$ cat src/verilog/hbf_map.vh
`ifndef HBF_MAP_VH
`define HBF_MAP_VH

// ****************************************
// Register offsets
// ****************************************
`define HBF_REG_DATA       3'h0
`define HBF_REG_BUFFER_CONTROL_WORD    3'h1
`define HBF_REG_HCTRL      3'h2
`define HBF_REG_HSTAT      3'h3
`define HBF_REG_FSTAT      3'h4

// ****************************************
// Field positions
// ****************************************
`define HBF_BUF_FRAME_EN   7
`define HBF_HC_PAR_SEL     4
`define HBF_HC_RX_IE       6
`define HBF_HC_TX_IE       7
`define HBF_HS_RX_RDY      6
`define HBF_HS_TX_RDY      7
`define HBF_FS_RX_ERR      0
`define HBF_FS_RX_EOF      1
`define HBF_FS_TX_END      2

// ****************************************
// Reset values
// ****************************************
`define HBF_BUFFER_CONTROL_WORD_RST    16'h0000
`define HBF_HCTRL_RST      16'h0000

// ****************************************
// Framing symbols and checksum
// ****************************************
`define HBF_FLAG           8'h7E
`define HBF_ABORT_CODE     8'hFF
`define HBF_BADCRC_CODE    8'h7E
`define HBF_GOOD_CODE      8'h00
`define HBF_CRC_PRESET     16'hFFFF
`define HBF_CRC_POLY_REV   16'h8408
`define HBF_CRC_RESIDUE    16'hF0B8

// ****************************************
// Bit counts
// ****************************************
`define HBF_STUFF_RUN      3'd5
`define HBF_FLAG_RUN       3'd6
`define HBF_ABORT_RUN      3'd7
`define HBF_LAST_BIT       3'd7

`endif

$ cat src/verilog/hbf_crc16.v
`timescale 1ns/1ps
`include "hbf_map.vh"

module hbf_crc16 (
  input  wire        clk,
  input  wire        sys_rst,
  input  wire        ce,
  input  wire        clr,
  input  wire        en,
  input  wire        din,
  output reg  [15:0] crc_q,
  output wire [15:0] crc_nx
);

  // ****************************************
  // Serial checksum, low order bit first
  // ****************************************
  wire fb;

  assign fb     = crc_q[0] ^ din;
  assign crc_nx = {1'b0, crc_q[15:1]} ^ (fb ? `HBF_CRC_POLY_REV : 16'h0000);

  always @(posedge clk or posedge sys_rst) begin
    if (sys_rst) begin
      crc_q <= `HBF_CRC_PRESET;
    end else if (ce) begin
      if (clr) begin
        crc_q <= `HBF_CRC_PRESET;
      end else if (en) begin
        crc_q <= crc_nx;
      end
    end
  end

endmodule // hbf_crc16

$ cat src/verilog/hbf_byte_framer.v
// The address map and strobed register access were left to the implementer.
`timescale 1ns/1ps
`include "hbf_map.vh"


module hbf_byte_framer #(
  parameter DW = 16
) (
  input  wire          clk,
  input  wire          sys_rst,
  input  wire          ce,
  input  wire          bit_tick,
  input  wire [2:0]    reg_addr,
  input  wire [DW-1:0] reg_wdata,
  input  wire          reg_wr,
  input  wire          reg_rd,
  output reg  [DW-1:0] reg_rdata,
  output wire          host_irq,
  input  wire          rx_line,
  output reg           tx_line
);

  localparam TX_FLAG = 4'b0001;
  localparam TX_DATA = 4'b0010;
  localparam TX_CRC1 = 4'b0100;
  localparam TX_CRC2 = 4'b1000;

  // ****************************************
  // Host registers
  // ****************************************
  reg  [DW-1:0] buffer_control_word_q;
  reg  [DW-1:0] host_control_register_q;
  reg  [7:0]    host_data_register_q;
  reg           rx_ready_flag_q;
  reg           rx_frame_error_flag_q;
  reg           rx_eof_flag_q;
  reg           tx_frame_end_flag_q;
  reg           tx_hold_v_q;
  reg  [7:0]    tx_hold_q;

  wire parallel_transfer_select = host_control_register_q[`HBF_HC_PAR_SEL];
  wire tx_irq_enable            = host_control_register_q[`HBF_HC_TX_IE];
  wire rx_irq_enable            = host_control_register_q[`HBF_HC_RX_IE];
  wire frame_en = buffer_control_word_q[`HBF_BUF_FRAME_EN] & parallel_transfer_select;
  wire tx_ready_flag            = frame_en & ~tx_hold_v_q;

  wire wr_data  = reg_wr & (reg_addr == `HBF_REG_DATA);
  wire rd_data  = reg_rd & (reg_addr == `HBF_REG_DATA);
  wire tick     = frame_en & bit_tick;

  assign host_irq = (tx_irq_enable & tx_ready_flag) | (rx_irq_enable & rx_ready_flag_q);

  wire [DW-1:0] host_status_register;
  wire [DW-1:0] frame_status_register;

  assign host_status_register  = {{(DW-8){1'b0}}, tx_ready_flag, rx_ready_flag_q, 6'b00_0000};
  assign frame_status_register = {{(DW-3){1'b0}}, tx_frame_end_flag_q, rx_eof_flag_q,
                                  rx_frame_error_flag_q};

  always @(posedge clk or posedge sys_rst) begin
    if (sys_rst) begin
      buffer_control_word_q   <= `HBF_BUFFER_CONTROL_WORD_RST;
      host_control_register_q <= `HBF_HCTRL_RST;
    end else if (ce) begin
      if (reg_wr && reg_addr == `HBF_REG_HCTRL) begin
        host_control_register_q <= reg_wdata;
      end
      if (reg_wr && reg_addr == `HBF_REG_BUFFER_CONTROL_WORD) begin
        buffer_control_word_q <= reg_wdata;
        // Enable only takes while parallel transfer is selected
        buffer_control_word_q[`HBF_BUF_FRAME_EN] <= reg_wdata[`HBF_BUF_FRAME_EN] &
                                                    parallel_transfer_select;
      end
    end
  end

  always @(posedge clk or posedge sys_rst) begin
    if (sys_rst) begin
      reg_rdata <= {DW{1'b0}};
    end else if (ce) begin
      if (reg_rd) begin
        case (reg_addr)
          `HBF_REG_DATA:    reg_rdata <= {{(DW-8){1'b0}}, host_data_register_q};
          `HBF_REG_BUFFER_CONTROL_WORD: reg_rdata <= buffer_control_word_q;
          `HBF_REG_HCTRL:   reg_rdata <= host_control_register_q;
          `HBF_REG_HSTAT:   reg_rdata <= host_status_register;
          `HBF_REG_FSTAT:   reg_rdata <= frame_status_register;
          default:          reg_rdata <= {DW{1'b0}};
        endcase
      end else begin
        reg_rdata <= {DW{1'b0}};
      end
    end
  end

  // ****************************************
  // Transmitter
  // ****************************************
  reg  [3:0]  tx_st_q;
  reg  [7:0]  tx_sh_q;
  reg  [2:0]  tx_cnt_q;
  reg  [2:0]  tx_ones_q;
  reg  [7:0]  tx_crc_hi_q;
  wire [15:0] tx_crc;
  wire [15:0] tx_crc_nx;

  wire tx_stuff_slot = (tx_ones_q == `HBF_STUFF_RUN);
  wire tx_content    = (tx_st_q != TX_FLAG);
  wire tx_crc_en     = tick & ~tx_stuff_slot & (tx_st_q == TX_DATA);
  wire tx_load       = wr_data & tx_ready_flag;
  wire tx_take       = tick & ~tx_stuff_slot & (tx_cnt_q == `HBF_LAST_BIT) & tx_hold_v_q &
                       ((tx_st_q == TX_FLAG) | (tx_st_q == TX_DATA));

  hbf_crc16 u_tx_crc (
    .clk     (clk),
    .sys_rst (sys_rst),
    .ce      (ce),
    .clr     (tx_st_q == TX_FLAG),
    .en      (tx_crc_en),
    .din     (tx_sh_q[0]),
    .crc_q   (tx_crc),
    .crc_nx  (tx_crc_nx)
  );

  always @(posedge clk or posedge sys_rst) begin
    if (sys_rst) begin
      tx_hold_v_q <= 1'b0;
      tx_hold_q   <= 8'h00;
    end else if (ce) begin
      if (!frame_en) begin
        tx_hold_v_q <= 1'b0;
      end else if (tx_load) begin
        tx_hold_v_q <= 1'b1;
        tx_hold_q   <= reg_wdata[7:0];
      end else if (tx_take) begin
        tx_hold_v_q <= 1'b0;
      end
    end
  end

  always @(posedge clk or posedge sys_rst) begin
    if (sys_rst) begin
      tx_st_q             <= TX_FLAG;
      tx_sh_q             <= `HBF_FLAG;
      tx_cnt_q            <= 3'd0;
      tx_ones_q           <= 3'd0;
      tx_crc_hi_q         <= 8'h00;
      tx_frame_end_flag_q <= 1'b0;
      tx_line             <= 1'b1;
    end else if (ce) begin
      if (!frame_en) begin
        tx_st_q             <= TX_FLAG;
        tx_sh_q             <= `HBF_FLAG;
        tx_cnt_q            <= 3'd0;
        tx_ones_q           <= 3'd0;
        tx_frame_end_flag_q <= 1'b0;
        tx_line             <= 1'b1;
      end else if (bit_tick) begin
        if (tx_stuff_slot) begin
          tx_line   <= 1'b0;
          tx_ones_q <= 3'd0;
        end else begin
          tx_line   <= tx_sh_q[0];
          tx_ones_q <= (tx_content && tx_sh_q[0]) ? tx_ones_q + 3'd1 : 3'd0;
          if (tx_cnt_q != `HBF_LAST_BIT) begin
            tx_sh_q  <= {1'b0, tx_sh_q[7:1]};
            tx_cnt_q <= tx_cnt_q + 3'd1;
          end else begin
            tx_cnt_q <= 3'd0;
            case (tx_st_q)
              TX_FLAG: begin
                // Shared flag: a closing flag opens the next frame
                if (tx_hold_v_q) begin
                  tx_sh_q <= tx_hold_q;
                  tx_st_q <= TX_DATA;
                end else begin
                  tx_sh_q <= `HBF_FLAG;
                end
              end
              TX_DATA: begin
                if (tx_hold_v_q) begin
                  tx_sh_q <= tx_hold_q;
                end else begin
                  tx_sh_q             <= ~tx_crc_nx[7:0];
                  tx_crc_hi_q         <= ~tx_crc_nx[15:8];
                  tx_frame_end_flag_q <= 1'b1;
                  tx_st_q             <= TX_CRC1;
                end
              end
              TX_CRC1: begin
                tx_sh_q <= tx_crc_hi_q;
                tx_st_q <= TX_CRC2;
              end
              TX_CRC2: begin
                tx_sh_q             <= `HBF_FLAG;
                tx_frame_end_flag_q <= 1'b0;
                tx_st_q             <= TX_FLAG;
              end
              default: begin
                tx_sh_q <= `HBF_FLAG;
                tx_st_q <= TX_FLAG;
              end
            endcase
          end
        end
      end
    end
  end

  // ****************************************
  // Receiver
  // ****************************************
  reg        rx_s1_q;
  reg        rx_s2_q;
  reg  [2:0] rx_ones_q;
  reg  [6:0] rx_dly_q;
  reg  [2:0] rx_dcnt_q;
  reg  [7:0] rx_byte_q;
  reg  [2:0] rx_bcnt_q;
  reg        rx_have_q;
  reg        rx_sync_q;
  wire [15:0] rx_crc;
  wire [15:0] rx_crc_nx;

  wire rx_bit    = rx_s2_q;
  wire rx_abort  = tick & rx_bit & (rx_ones_q == `HBF_FLAG_RUN);
  wire rx_flag   = tick & ~rx_bit & (rx_ones_q == `HBF_FLAG_RUN);
  wire rx_stuff  = tick & ~rx_bit & (rx_ones_q == `HBF_STUFF_RUN);
  wire rx_push   = tick & ~rx_stuff & ~rx_flag & (rx_ones_q < `HBF_FLAG_RUN);
  wire rx_emit   = rx_push & rx_sync_q & (rx_dcnt_q == `HBF_ABORT_RUN);
  wire rx_inside = rx_sync_q & (rx_have_q | (rx_bcnt_q != 3'd0));
  wire rx_byte_done = rx_emit & (rx_bcnt_q == `HBF_LAST_BIT);
  wire [7:0] rx_byte_nx = {rx_dly_q[0], rx_byte_q[7:1]};

  hbf_crc16 u_rx_crc (
    .clk     (clk),
    .sys_rst (sys_rst),
    .ce      (ce),
    .clr     (~rx_sync_q | rx_flag | rx_abort),
    .en      (rx_emit),
    .din     (rx_dly_q[0]),
    .crc_q   (rx_crc),
    .crc_nx  (rx_crc_nx)
  );

  always @(posedge clk or posedge sys_rst) begin
    if (sys_rst) begin
      rx_s1_q <= 1'b1;
      rx_s2_q <= 1'b1;
    end else if (ce) begin
      rx_s1_q <= rx_line;
      rx_s2_q <= rx_s1_q;
    end
  end

  always @(posedge clk or posedge sys_rst) begin
    if (sys_rst) begin
      rx_ones_q <= 3'd0;
      rx_dly_q  <= 7'h00;
      rx_dcnt_q <= 3'd0;
      rx_byte_q <= 8'h00;
      rx_bcnt_q <= 3'd0;
      rx_have_q <= 1'b0;
      rx_sync_q <= 1'b0;
    end else if (ce) begin
      if (!frame_en) begin
        rx_ones_q <= 3'd0;
        rx_dcnt_q <= 3'd0;
        rx_bcnt_q <= 3'd0;
        rx_have_q <= 1'b0;
        rx_sync_q <= 1'b0;
      end else if (tick) begin
        if (rx_bit) begin
          rx_ones_q <= (rx_ones_q == `HBF_ABORT_RUN) ? rx_ones_q : rx_ones_q + 3'd1;
        end else begin
          rx_ones_q <= 3'd0;
        end
        if (rx_flag || rx_abort) begin
          // Bits held back in the delay belong to the flag itself
          rx_dcnt_q <= 3'd0;
          rx_bcnt_q <= 3'd0;
          rx_have_q <= 1'b0;
          rx_sync_q <= rx_flag;
        end else if (rx_push) begin
          rx_dly_q <= {rx_bit, rx_dly_q[6:1]};
          if (rx_dcnt_q != `HBF_ABORT_RUN) begin
            rx_dcnt_q <= rx_dcnt_q + 3'd1;
          end
          if (rx_emit) begin
            rx_byte_q <= rx_byte_nx;
            rx_bcnt_q <= rx_bcnt_q + 3'd1;
            if (rx_byte_done) begin
              rx_have_q <= 1'b1;
            end
          end
        end
      end
    end
  end

  // ****************************************
  // Received byte delivery
  // ****************************************
  always @(posedge clk or posedge sys_rst) begin
    if (sys_rst) begin
      host_data_register_q  <= 8'h00;
      rx_ready_flag_q       <= 1'b0;
      rx_eof_flag_q         <= 1'b0;
      rx_frame_error_flag_q <= 1'b0;
    end else if (ce) begin
      if (rx_byte_done) begin
        host_data_register_q  <= rx_byte_nx;
        rx_eof_flag_q         <= 1'b0;
        rx_frame_error_flag_q <= 1'b0;
        rx_ready_flag_q       <= 1'b1;
      end else if (rx_flag && rx_inside) begin
        rx_eof_flag_q   <= 1'b1;
        rx_ready_flag_q <= 1'b1;
        if (rx_bcnt_q == 3'd0 && rx_crc == `HBF_CRC_RESIDUE) begin
          host_data_register_q  <= `HBF_GOOD_CODE;
          rx_frame_error_flag_q <= 1'b0;
        end else begin
          host_data_register_q  <= `HBF_BADCRC_CODE;
          rx_frame_error_flag_q <= 1'b1;
        end
      end else if (rx_abort && rx_inside) begin
        host_data_register_q  <= `HBF_ABORT_CODE;
        rx_eof_flag_q         <= 1'b1;
        rx_frame_error_flag_q <= 1'b1;
        rx_ready_flag_q       <= 1'b1;
      end else if (rd_data || !frame_en) begin
        rx_ready_flag_q <= 1'b0;
      end
    end
  end

endmodule // hbf_byte_framer

$ cat config.mk
export PLATFORM = sky130hd
export DESIGN_NAME = hbf_byte_framer
export DESIGN_NICKNAME = d
export VERILOG_FILES = /design/src/verilog/hbf_crc16.v /design/src/verilog/hbf_byte_framer.v
export VERILOG_INCLUDE_DIRS = /design/src /design/src/verilog
export SDC_FILE = /design/constraint.sdc
export NUM_CORES = 1
export LEC_CHECK = 0
export BUFFER_PORTS_ARGS = -buffer_cell sky130_fd_sc_hd__buf_2
export CAP_MARGIN = 0
export CORE_MARGIN = 1.5
export CORE_UTILIZATION = 30
export DETAILED_ROUTE_END_ITERATION = 8
export PLACE_DENSITY_LB_ADDON = 0.12
export SLEW_MARGIN = 20
export SYNTH_ARGS = -nofsm -noshare
export SYNTH_HDL_FRONTEND = slang
export SYNTH_SLANG_ARGS = --single-unit
$ cat constraint.sdc
create_clock -name clk -period 6.05 [get_ports clk]
set_clock_uncertainty 0.1 [all_clocks]
set_input_delay 0.605 -clock clk [delete_from_list [all_inputs] [get_ports clk]]
set_output_delay 0.605 -clock clk [all_outputs]
set_load 0.005 [all_outputs]
Word-level counts from Yosys, hierarchy flattened
Cells that the tools add are included.
- $add $sub $neg: 5
- magnitude comparators: 1
- equal/unequal tests: 33
- mux-type cells: 79
- bitwise operators: 45
- reductions and logical operators: 36
- operator list (operator ; number):
    16-bit two-way mux ; 7
    16-bit one-hot mux with 5 select lines ; 1
    8-bit two-way mux ; 9
    3-bit two-way mux ; 22
    15-bit by 16-bit XOR with 16-bit output ; 2
    1-bit two-way mux ; 30
    1-bit bitwise AND ; 26
    3-bit equality test, second input constant ; 8
    4-bit two-way mux ; 6
    8-bit one-hot mux with 3 select lines ; 1
    3-bit by 1-bit != test with 1-bit output, second input constant ; 6
    6-bit AND reduction ; 3
    16-bit equality test, second input constant ; 1
    8-bit inverter ; 2
    2-bit AND reduction ; 8
    3-bit by 1-bit adder with 3-bit output, second input constant ; 5
    3-bit != test, second input constant ; 5
    4-bit one-hot mux with 3 select lines ; 1
    3-bit AND reduction ; 4
    5-bit AND reduction ; 2
    1-bit inverter ; 8
    4-bit AND reduction ; 2
    7-bit two-way mux ; 1
    7-bit AND reduction ; 1
    20 further kinds ; 38
- bits in registers: 156
- input bits: 26
- output and inout bits: 18
- word-level logic and storage cells: 226

Logic depth before layout (Yosys ltp)
Gate-level depths: netlist of the first run.
- depth after elaboration: 17
- gate-level depth with buffers: 9
- mapped depth without buffers: 7

Cells and area by module
Synthesis of the first run repeated with hierarchy kept, for this count alone.
- cells, all modules: 672
- area total of the unflattened synthesis: 7324.5 um^2
- by module, submodules not included (module ; instances ; cells each ; area an instance (um^2) ; seq. area each (um^2)):
    hbf_byte_framer ; 1 ; 494 ; 5708.0 ; 3090.5
    hbf_crc16 ; 2 ; 89 ; 808.3 ; 420.4

Worst setup path before layout of the first run
OpenSTA, ideal clock, no wires.
- path kind: input port to flip-flop
- start point: in reg_addr[2]
- end point: reg buffer_control_word_q[10]
- library setup time: 0.125 ns
- data arrival time: 1.883 ns
- data required time: 5.825 ns
- setup slack: 3.942 ns
- stages on the path: 5
- buffers on the path: 2
- path through: buf_4 > nand3b_1 > nor3_2 > buf_4 > mux2_2
- longest elaborated chain between the ends: 3
- RTL lines (item ; RTL line ; source):
    start, declared ; hbf_byte_framer.v:13 ; input wire [2:0] reg_addr,
    3-bit by 1-bit equality test with 1-bit output ; - ;
    1-bit logical AND (no source line) ; - ;
    2-bit AND reduction (no source line) ; - ;
    end signal, assigned ; hbf_byte_framer.v:62 ; buffer_control_word_q <= `HBF_BUFFER_CONTROL_WORD_RST;
    end signal, assigned ; hbf_byte_framer.v:69 ; buffer_control_word_q <= reg_wdata;
    end signal, assigned by index ; hbf_byte_framer.v:71 ; buffer_control_word_q[`HBF_BUF_FRAME_EN] <= reg_wdata[`HBF_BUF_FRAME_EN] &
    end, declared ; hbf_byte_framer.v:31 ; reg [DW-1:0] buffer_control_word_q;
Every way passes these cells.
A chain may end at the register's enable or synchronous reset.

Worst setup path after layout of the first run
- start point: reg host_control_register_q[4]
- end point: out host_irq
- longest elaborated chain between the ends: 4
- RTL lines (item ; RTL line ; source):
    start, declared ; hbf_byte_framer.v:32 ; reg [DW-1:0] host_control_register_q;
    start signal, assigned ; hbf_byte_framer.v:63 ; host_control_register_q <= `HBF_HCTRL_RST;
    start signal, assigned ; hbf_byte_framer.v:66 ; host_control_register_q <= reg_wdata;
    1-bit bitwise AND ; hbf_byte_framer.v:44 ; wire frame_en = buffer_control_word_q[`HBF_BUF_FRAME_EN] & parallel_transfer_select;
    1-bit bitwise AND ; hbf_byte_framer.v:45 ; wire tx_ready_flag = frame_en & ~tx_hold_v_q;
    1-bit bitwise AND ; hbf_byte_framer.v:51 ; assign host_irq = (tx_irq_enable & tx_ready_flag) | (rx_irq_enable & rx_ready_flag_q);
    1-bit bitwise OR ; hbf_byte_framer.v:51 ;
    end, declared ; hbf_byte_framer.v:18 ; output wire host_irq,
Every way passes these cells.

==> results of run 1 <==
-- worst max-delay path: stages (launching register included) --
cell and delay (ns):
sky130_fd_sc_hd__dfrtp_1 0.63, sky130_fd_sc_hd__nand2_4 0.23, sky130_fd_sc_hd__nor2_1 0.24, sky130_fd_sc_hd__a22o_1 0.20, sky130_fd_sc_hd__buf_2 0.13
-- worst max path at each step --
stage               depth (start not counted)  slack (ns)                         to                       start
floorplan                                   1        1.24   buffer_control_word_q[0]                     sys_rst
global placement                            5        3.32   buffer_control_word_q[0]                 reg_addr[0]
detailed placement                          5        3.30  buffer_control_word_q[12]                          ce
CTS                                         4        3.42                   host_irq  host_control_register_q[4]
global route                                7        3.28          u_rx_crc.crc_q[0]                rx_ones_q[0]
finish                                      4        3.48                   host_irq  host_control_register_q[4]
-- cells in the mapped netlist (12+ instances only) --
cell	number
sky130_fd_sc_hd__o21ai_1	13
sky130_fd_sc_hd__nor2_1	74
sky130_fd_sc_hd__o21ai_0	28
sky130_fd_sc_hd__ha_1	13
sky130_fd_sc_hd__dfrtp_1	113
sky130_fd_sc_hd__inv_1	14
sky130_fd_sc_hd__dfstp_2	42
sky130_fd_sc_hd__mux2_2	43
sky130_fd_sc_hd__o31ai_1	17
sky130_fd_sc_hd__nand2_1	45
sky130_fd_sc_hd__mux2i_1	12
sky130_fd_sc_hd__a21oi_1	32
sky130_fd_sc_hd__clkbuf_1	16
sky130_fd_sc_hd__o2bb2ai_1	16
-- state kept, by name, indices dropped and copies added, names as in the netlist, 7 cells and up --
signal	flops
reg_rdata	16
host_control_register_q	16
tx_hold_q	8
tx_sh_q	8
u_rx_crc.crc_q	16
rx_byte_q	7
host_data_register_q	8
rx_dly_q	7
u_tx_crc.crc_q	16
tx_crc_hi_q	8
buffer_control_word_q	16
-- per-layer routing --
layer  global-route usage (%)  up-vias
met5                        0        -
met4                     4.07        0
met3                     3.18       16
met2                     23.2       81
met1                     19.6     2586
li1                         -     2413
-- cell families (layout without fill, tap and decap cells) --
kind of cell,Yosys count,after routing
XOR/XNOR,6,6
multiplexers,73,73
flip-flops,155,155
buffers and inverters,50,96
AO/OA/AOI/OAI,165,165
adder cells (fa/ha/maj),13,13
AND/OR/NAND/NOR,184,184
-- per-stage QoR --
stage          util, %  hold slack, ns  total power, W
2_1_floorplan        -           0.354         0.00136
3_3_place_gp      32.4           0.369         0.00143
3_5_place_dp      32.4           0.368         0.00144
4_1_cts           35.0           0.301         0.00258
5_1_grt           35.0           0.312         0.00266
6_report          35.0           0.300         0.00254
-- cell type report --
type                       instances  area, µm²
tap                              324        405
fill                            2375      15700
sequential                       155       3930
clock inverter                    12        139
inverter                          14       57.6
timing repair buffer              50        268
multi-input combinational        441       3160
clock buffer                      20        489
-- power groups by stage --
stage                     Combinational [W]  Clock [W]  Sequential (W)
after floorplan                    0.000181          0         0.00118
after global placement             0.000224          0         0.00121
after detailed placement           0.000231          0         0.00121
after CTS                          0.000232    0.00116         0.00119
after global routing               0.000255    0.00120         0.00120
final                              0.000227    0.00112         0.00119
==> reports/metrics.cfg, run 1 <==
[status]
outcome=finished, final reports clean

[die]
row_count=57
core_area_um2=24200
die_width_um=159
design.portCount=44
total_die_area_um2=25400
die_h_um=159
start_util_pct=30.3

[synth]
multiplexer_area_fraction_after_synthesis_pct=11.8
synth-seq-area-share_pct=53.6
netlist.top_cell.by_area=sky130_fd_sc_hd__dfrtp_1
synth.top_cells.by_area=sky130_fd_sc_hd__dfrtp_1 39%, sky130_fd_sc_hd__dfstp_2 15%, sky130_fd_sc_hd__mux2_2 6.6%
synth_top_family_by_area=compound AO/OA/AOI/OAI gates
synthesized_instance_count=646
post_synthesis_compound_gate_area_fraction_pct=15.6
synth_enable_flop_cells=0
synth-adder-area-share_pct=2.22
synth_area_per_cell_um2=11.4
synthArstFlopShare_pct=100
netlist_area_um2=7330
ys_ff_latch=155
netlist-cell-type-count=68
synthXorXnorAreaFrac_pct=0.717
synth.yosys.warnings=0
synth-simple-area-share_pct=12.7
synth_fp_nets=685
synthFlopType=sky130_fd_sc_hd__dfrtp_1
synth_top_area_share_pct=38.6

[power]
power.ir.vdd_worst_uv=149
power_density_nw_per_um2=300
pwr-share-clk_pct=44.1
p_sw_share_pct=25.9
p_seq_share_pct=47.0
net_switching_power_of_the_design_w=0.000656
intPower_w=0.00188
combinationalPowerShare_pct=8.9
p_leak_nw=3.68

[final_layout]
syn2layout_area_growth_pct=15.2
finalNetCount=718
final_area_um2=8450
antenna_cells_inserted=0
drive_above_1_share_pct=28.0
final_cell_mix=113 x sky130_fd_sc_hd__dfrtp_1, 74 x sky130_fd_sc_hd__nor2_1, 45 x sky130_fd_sc_hd__nand2_1, 43 x sky130_fd_sc_hd__mux2_2, 43 x sky130_fd_sc_hd__buf_2
mostFrequentLayoutCell=sky130_fd_sc_hd__dfrtp_1
final_cells=1016

[clocking]
clock_sink_count=155
cts_tree=built
cts_buffer_depth=2
cts.htree.levels=4
clk_latency_ns=0.42
post_cts_resized=0
clockRootBuffer=sky130_fd_sc_hd__clkbuf_16
cts_made_buffers=17
cts_hold_repair.buffers=0
post_cts_clock_slew_at_the_launch_and_capture_registers_of_the_worst_setup_and_hold_paths_ns=0.07
postCtsSetupRepairBufs=0

[timing]
finalSetupTns_ns=0
period_needed_ns=2.57
slew_headroom_pct=32.1
fmax_ghz=0.389
final_max_slew_viols=0
period_share_pct=42.5
worst_slew_pin_slew_ns=1.02
finalSetupViolCount=0
worst_slack_ns=3.48
hold_viol=0
setup_repair_after_global_routing_missed_its_margin=false

[global_routing]
first_global_vias=5238
global_route_wire_length_before_repair_um=28900
global_route.overflow_total=0
grt_antenna_before_repair=0
grt_max_degree=104
grt_usage_pct=14.4

[placed_design]
detailedPlace.worstSlack_ns=3.30
port_buffers=43
globalplace.congestion=0.743
post-place-cells=984
place_area_um2=7820
detailedPlacementHpwl_um=12100

[route]
detail_route.wirelength_um=17600
drt_iter0_drc=337
first_pass_iters=4
met2_length_um=8300
drt_drc_violations_left=0
met3RoutedLength_um=545
vias_per_cell=5.02
dr.max_layer_used=met4
num_vias=5096
drt.antenna.violating_nets=0
wl_met1_um=8570
post_drt_wl_per_cell_um=17.3

[critical_path]
worst_path_required_time_ns=5.34
worst_r2r_startpoint=rx_ones_q[0]
reg2reg_slack_ns=3.55
critical_path_class=reg2out
arrival_ns=1.86
worstPathMaxFanout=19
rr_worst_depth=7
critPathLaunchType=register
capturing_point_of_the_worst_reg2reg_path=u_rx_crc.crc_q[3]
worstSetupEndpointType=output port

[job]
drv.max_cap_violation_count=0

[min_path]
worst_hold_path_type=in2async

Note: power is estimated with default switching activity, not from simulation.
==> run 2: changes to the inputs <==
Clock period 6.05 ns to 2.6 ns, I/O delays scaled along.
==> run 2 against run 1 <==
Against the previous run: the flow now finishes with violations (hold timing); critical path depth is the same; die area is the same; combinational power grew 150%; global-route usage grew 0.45 points; cell area grew 2.4%; critical endpoint is now tx_hold_q[2]; largest power group unchanged.
==> reports/metrics.cfg, run 2 (same netlist as run 1, synthesis figures left out) <==
[critical_path]
crit_path_top_delay_cell=sky130_fd_sc_hd__or4b_1  ; was sky130_fd_sc_hd__dfrtp_1
cp.buffers_inverters=0  ; was 1
critPathLaunchType=register  ; unchanged
critPathMaxStageDelay_ns=0.73  ; was 0.63 ns
arrival_ns=2.44  ; was 1.86 ns
worst_path_required_time_ns=2.81  ; was 5.34 ns
cpLargestDelayFamily=simple AND/OR/NAND/NOR gates  ; was flip-flops
critical_path_cell_by_cell=nand2_4, nor2_1, or4b_1, mux2_4  ; was nand2_4, nor2_1, a22o_1, buf_2
worstPathMaxFanout=10  ; was 19
critical_path_class=reg2reg  ; was reg2out
worstSetupEndpointType=register  ; was output port

[clocking]
cts_buffer_depth=2  ; unchanged
post_cts_clock_slew_at_the_launch_and_capture_registers_of_the_worst_setup_and_hold_paths_ns=0.07  ; about the same
postCtsSetupRepairBufs=0  ; unchanged
cts.htree.levels=4  ; unchanged
cts_made_buffers=17  ; unchanged
clockRootBuffer=sky130_fd_sc_hd__clkbuf_16  ; unchanged
clk_latency_ns=0.43  ; was 0.42 ns
cts_tree=built  ; unchanged
clock_sink_count=155  ; unchanged

[power]
p_leak_nw=3.79  ; was 3.68 nW
pwr-share-clk_pct=43.7  ; was 44.1%
intPower_w=0.00436  ; was 0.00188 W
power.ir.vdd_worst_uv=350  ; was 149 µV
combinationalPowerShare_pct=9.4  ; was 8.9%
p_sw_share_pct=26.1  ; was 25.9%
power_density_nw_per_um2=682  ; was 300 nW/µm²
p_seq_share_pct=46.9  ; was 47.0%
net_switching_power_of_the_design_w=0.00154  ; was 0.000656 W

[timing]
hold_viol=1  ; was 0
fmax_ghz=0.448
worst_slew_pin_slew_ns=0.887  ; was 1.02 ns
final_max_slew_viols=0  ; unchanged
finalSetupTns_ns=0  ; unchanged
hold_slack_ns=-0.000860  ; was 0.300 ns
finalSetupViolCount=0  ; unchanged
worst_slack_ns=0.367  ; was 3.48 ns
slew_headroom_pct=40.9  ; was 32.1%
period_share_pct=85.9
setup_repair_after_global_routing_missed_its_margin=false  ; unchanged
period_needed_ns=2.23

[die]
design.portCount=44  ; unchanged
core_area_um2=24200  ; unchanged
total_die_area_um2=25400  ; unchanged
die_width_um=159  ; unchanged
row_count=57  ; unchanged
start_util_pct=30.3  ; unchanged
die_h_um=159  ; unchanged

[global_routing]
global_route.overflow_total=0  ; unchanged
global_route_wire_length_before_repair_um=29800  ; was 28900 µm
grt_usage_pct=14.9  ; was 14.4%
first_global_vias=5232  ; was 5238
grt_antenna_before_repair=0  ; unchanged
grt_max_degree=156  ; was 104

[route]
vias_per_cell=4.91  ; was 5.02
drt_drc_violations_left=0  ; unchanged
drt.antenna.violating_nets=0  ; unchanged
drt_iter0_drc=303  ; was 337
num_vias=5113  ; was 5096
post_drt_wl_per_cell_um=17.1  ; was 17.3 µm
detail_route.wirelength_um=17800  ; was 17600 µm
first_pass_iters=5  ; was 4

[placed_design]
port_buffers=43  ; unchanged
detailedPlace.worstSlack_ns=0.378  ; was 3.30 ns
place_area_um2=7960  ; was 7820 µm²
detailedPlacementHpwl_um=12100  ; about the same
globalplace.congestion=0.801  ; was 0.743

[status]
outcome=finished with violations  ; was finished, final reports clean
violations=hold timing

[final_layout]
fin_util_pct=35.8  ; was 35.0%
finalNetCount=744  ; was 718
antenna_cells_inserted=0  ; unchanged
n_fill_cell=2414  ; was 2375
final_area_um2=8660  ; was 8450 µm²
mostFrequentLayoutCell=sky130_fd_sc_hd__dfrtp_1  ; unchanged
drive_above_1_share_pct=29.4  ; was 28.0%
final_cell_mix=113 x sky130_fd_sc_hd__dfrtp_1, 74 x sky130_fd_sc_hd__nor2_1, 45 x sky130_fd_sc_hd__nand2_1, 43 x sky130_fd_sc_hd__mux2_2, 43 x sky130_fd_sc_hd__buf_2  ; unchanged
syn2layout_area_growth_pct=18.1  ; was 15.2%

[job]
drv.max_cap_violation_count=0  ; unchanged

[min_path]
worst_hold_path_type=in2async  ; unchanged

## run 2: timing repair
item	4_1_cts	5_1_grt
hold buffers	9	0
endpoints found under the hold margin	17	0
resized for setup	0	0
## run 2: worst reg2reg max path, stage by stage, from the launching register on
cell	delay, ns
sky130_fd_sc_hd__dfrtp_1	0.56
sky130_fd_sc_hd__nand2_4	0.12
sky130_fd_sc_hd__nor2_1	0.21
sky130_fd_sc_hd__or4b_1	0.73
sky130_fd_sc_hd__mux2_4	0.39
## run 2: worst paths after layout
path,endpoint,slack (ns),cells after the start,startpoint
max,tx_hold_q[2],0.37,4,host_control_register_q[4]
min,tx_ones_q[0],-0.0009,3,sys_rst
max reg2reg,tx_hold_q[2],0.37,4,host_control_register_q[4]
min reg2reg,tx_line,0.38,2,tx_line
max in group asynchronous,host_control_register_q[2],1.76,3,sys_rst
min in group clk,tx_hold_q[1],0.02,2,reg_wdata[1]
## run 2: final cells by class
cell class | instances | area, µm² | area share (%)
sequential | 155 | 3930 | 45.4
multi-input combinational | 441 | 3160 | 36.5
timing repair buffer | 76 | 498 | 5.75
clock buffer | 17 | 425 | 4.91
tap | 324 | 405 | 4.68
clock inverter | 15 | 180 | 2.08
inverter | 14 | 56.3 | 0.650
## run 2: power by group through the flow
stage | sequential [W] | combinational [W] | clock (W)
2_1_floorplan | 0.00275 | 0.000422 | 0
3_3_place_gp | 0.00280 | 0.000545 | 0
3_5_place_dp | 0.00282 | 0.000555 | 0
4_1_cts | 0.00277 | 0.000570 | 0.00266
5_1_grt | 0.00280 | 0.000623 | 0.00278
6_report | 0.00277 | 0.000557 | 0.00258
## run 2: metal layers
metal / vias up / global-route usage [%] / wire length [µm]
met2: 89 / 22.7 / 8300
met4: 0 / 3.99 / 167
met1: 2544 / 21.3 / 8730
met5: - / 0 / 0
li1: 2468 / - / -
met3: 12 / 3.33 / 635
## run 2: stage by stage
step,power (W),cells
2_1_floorplan,0.00318,646
4_1_cts,0.00600,1042
3_5_place_dp,0.00337,1001
3_3_place_gp,0.00335,1001
5_1_grt,0.00621,1042
6_report,0.00591,1042
==> run 3: changes to the inputs <==
Clock period 2.6 ns to 2.09 ns, I/O delays scaled along.
==> run 3 against run 2 <==
Against the previous run: the run now ends clean; power increased by 24%; wire length is 3.9% higher; worst hold slack gained 0.076 ns; worst setup slack lost 0.27 ns; first-iteration DRC count is 18% higher; combinational power increased by 39%; critical path type unchanged; largest cell class unchanged.
==> reports/metrics.cfg, run 3 (same netlist as run 1, synthesis figures left out) <==
[clocking]
cts.htree.levels=4  ; unchanged
cts_buffer_depth=2  ; unchanged
clk_latency_ns=0.43  ; about the same
cts_made_buffers=17  ; unchanged
post_cts_clock_slew_at_the_launch_and_capture_registers_of_the_worst_setup_and_hold_paths_ns=0.07  ; about the same
cts_tree=built  ; unchanged
clock_sink_count=155  ; unchanged
clockRootBuffer=sky130_fd_sc_hd__clkbuf_16  ; unchanged

[route]
post_drt_wl_per_cell_um=17.3  ; was 17.1 µm
drt_drc_violations_left=0  ; unchanged
detail_route.wirelength_um=18500  ; was 17800 µm
vias_per_cell=4.93  ; was 4.91
met3RoutedLength_um=525  ; was 635 µm
drt.antenna.violating_nets=0  ; unchanged
first_pass_iters=5  ; unchanged
wl_met1_um=9020  ; was 8730 µm
met2_length_um=8770  ; was 8300 µm
num_vias=5272  ; was 5113
dr.max_layer_used=met4  ; unchanged
drt_iter0_drc=359  ; was 303

[critical_path]
reg2reg_slack_ns=0.09  ; was 0.37 ns
critical_path_class=reg2reg  ; unchanged
worstSetupEndpoint=rx_bcnt_q[2]  ; was tx_hold_q[2]
arrival_ns=2.22  ; was 2.44 ns
worstSetupEndpointType=register  ; unchanged
worst_r2r_startpoint=rx_ones_q[1]  ; was host_control_register_q[4]
rr_worst_depth=9  ; was 4
timing.critical_path.from=rx_ones_q[1]  ; was host_control_register_q[4]
worst_path_required_time_ns=2.31  ; was 2.81 ns
capturing_point_of_the_worst_reg2reg_path=rx_bcnt_q[2]  ; was tx_hold_q[2]
worstPathMaxFanout=8  ; was 10
critPathLaunchType=register  ; unchanged

[power]
intPower_w=0.00537  ; was 0.00436 W
p_sw_share_pct=26.8  ; was 26.1%
p_seq_share_pct=47.0  ; was 46.9%
pwr-share-clk_pct=42.4  ; was 43.7%
p_leak_nw=3.93  ; was 3.79 nW
power_density_nw_per_um2=816  ; was 682 nW/µm²
net_switching_power_of_the_design_w=0.00197  ; was 0.00154 W
combinationalPowerShare_pct=10.6  ; was 9.4%
power.ir.vdd_worst_uv=489  ; was 350 µV

[timing]
worst_slack_ns=0.0945  ; was 0.367 ns
slew_headroom_pct=34.2  ; was 40.9%
finalSetupTns_ns=0  ; unchanged
hold_viol=0  ; was 1
worst_slew_pin_slew_ns=0.985  ; was 0.887 ns
period_share_pct=95.5  ; was 85.9%
period_needed_ns=2.00  ; was 2.23 ns
final_max_slew_viols=0  ; unchanged
setup_repair_after_global_routing_missed_its_margin=false  ; unchanged
fmax_ghz=0.501  ; was 0.448 GHz
finalSetupViolCount=0  ; unchanged

[global_routing]
grt_antenna_before_repair=0  ; unchanged
grt_max_degree=94  ; was 156
global_route.overflow_total=0  ; unchanged
first_global_vias=5592  ; was 5232
global_route_wire_length_before_repair_um=31100  ; was 29800 µm
grt_usage_pct=15.5  ; was 14.9%

[final_layout]
antenna_cells_inserted=0  ; unchanged
fin_util_pct=37.2  ; was 35.8%
n_fill_cell=2345  ; was 2414
mostFrequentLayoutCell=sky130_fd_sc_hd__dfrtp_1  ; unchanged
drive_above_1_share_pct=32.3  ; was 29.4%
syn2layout_area_growth_pct=22.5  ; was 18.1%
finalNetCount=772  ; was 744
final_area_um2=8990  ; was 8660 µm²
final_cell_mix=111 x sky130_fd_sc_hd__dfrtp_1, 74 x sky130_fd_sc_hd__nor2_1, 43 x sky130_fd_sc_hd__mux2_2, 43 x sky130_fd_sc_hd__nand2_1, 43 x sky130_fd_sc_hd__buf_2  ; was 113 x sky130_fd_sc_hd__dfrtp_1, 74 x sky130_fd_sc_hd__nor2_1, 45 x sky130_fd_sc_hd__nand2_1, 43 x sky130_fd_sc_hd__mux2_2, 43 x sky130_fd_sc_hd__buf_2

[placed_design]
place_area_um2=8140  ; was 7960 µm²
globalplace.congestion=0.790  ; was 0.801
port_buffers=43  ; unchanged
detailedPlacementHpwl_um=12600  ; was 12100 µm
detailedPlace.worstSlack_ns=-0.0208  ; was 0.378 ns

[min_path]
worst_hold_path_type=in2reg  ; was in2async

[job]
drv.max_cap_violation_count=0  ; unchanged

[die]
die_width_um=159  ; unchanged
design.portCount=44  ; unchanged
row_count=57  ; unchanged
die_h_um=159  ; unchanged
total_die_area_um2=25400  ; unchanged
core_area_um2=24200  ; unchanged
start_util_pct=30.3  ; unchanged

[status]
outcome=finished, final reports clean  ; was finished with violations

[run 3: cell count changes in the layout (fill, tap and decap cells not counted), sizes merged]
cell         before  now
buf              67   86
dlygate4sd3       9   18
bufinv            2    1
clkbuf           17   18
clkinv            5    4
clkinvlp          1    2
[run 3: power groups by stage]
| stage | clock network [W] | logic (W) | registers, W |
|---|---|---|---|
| final | 0.00311 | 0.000777 | 0.00345 |
| after global routing | 0.00335 | 0.000864 | 0.00349 |
| after CTS | 0.00322 | 0.000792 | 0.00345 |
| after detailed placement | 0 | 0.000761 | 0.00350 |
| after global placement | 0 | 0.000739 | 0.00349 |
| after floorplan | 0 | 0.000525 | 0.00342 |
[run 3: how the worst min path moves through the flow]
stage,to,slack [ns],cells after the start,from
after floorplan,buffer_control_word_q[7],0.25,2,reg_wdata[7]
after global placement,tx_st_q[2],0.26,3,sys_rst
after detailed placement,tx_st_q[2],0.26,3,sys_rst
after CTS,reg_rdata[0],0.06,3,reg_rd
after global routing,reg_rdata[0],0.08,3,reg_rd
final,reg_rdata[0],0.08,3,reg_rd
[run 3: final cells by class]
cell class | instances | area (µm²) | area share, %
sequential | 155 | 3930 | 43.8
inverter | 14 | 56.3 | 0.627
clock inverter | 14 | 151 | 1.68
tap | 324 | 405 | 4.51
clock buffer | 18 | 429 | 4.78
timing repair buffer | 104 | 810 | 9.01
multi-input combinational | 441 | 3200 | 35.6
[run 3: worst max-delay path: stages, from the launching register on]
cell and delay [ns]:
sky130_fd_sc_hd__dfrtp_1 0.43, sky130_fd_sc_hd__inv_2 0.08, sky130_fd_sc_hd__ha_1 0.13, sky130_fd_sc_hd__nand2b_1 0.08, sky130_fd_sc_hd__a21boi_4 0.27, sky130_fd_sc_hd__nand3b_1 0.26, sky130_fd_sc_hd__nor2_4 0.07, sky130_fd_sc_hd__buf_12 0.15
sky130_fd_sc_hd__buf_4 0.13, sky130_fd_sc_hd__a32o_1 0.19
[run 3: what timing repair did]
action | CTS | global route
setup endpoints to repair | 8 | 43
hold buffers | 18 | 0
gates resized for setup | 1 | 13
buffers inserted | 1 | 2
pin swaps | 1 | 3
hold endpoints to repair | 153 | 0
[run 3: stage by stage]
step                      total power, W  hold WS, ns  cells
final                            0.00733       0.0751   1070
after global routing             0.00770       0.0794   1070
after CTS                        0.00745       0.0630   1068
after detailed placement         0.00426        0.258   1017
after global placement           0.00423        0.264   1017
after floorplan                  0.00395        0.248    646
[run 3: metal layers]
| metal | track usage, % | vias to the layer above |
|---|---|---|
| li1 | - | 2521 |
| met1 | 21.6 | 2649 |
| met2 | 24.6 | 87 |
| met3 | 2.92 | 15 |
| met4 | 4.55 | 0 |
| met5 | 0 | - |
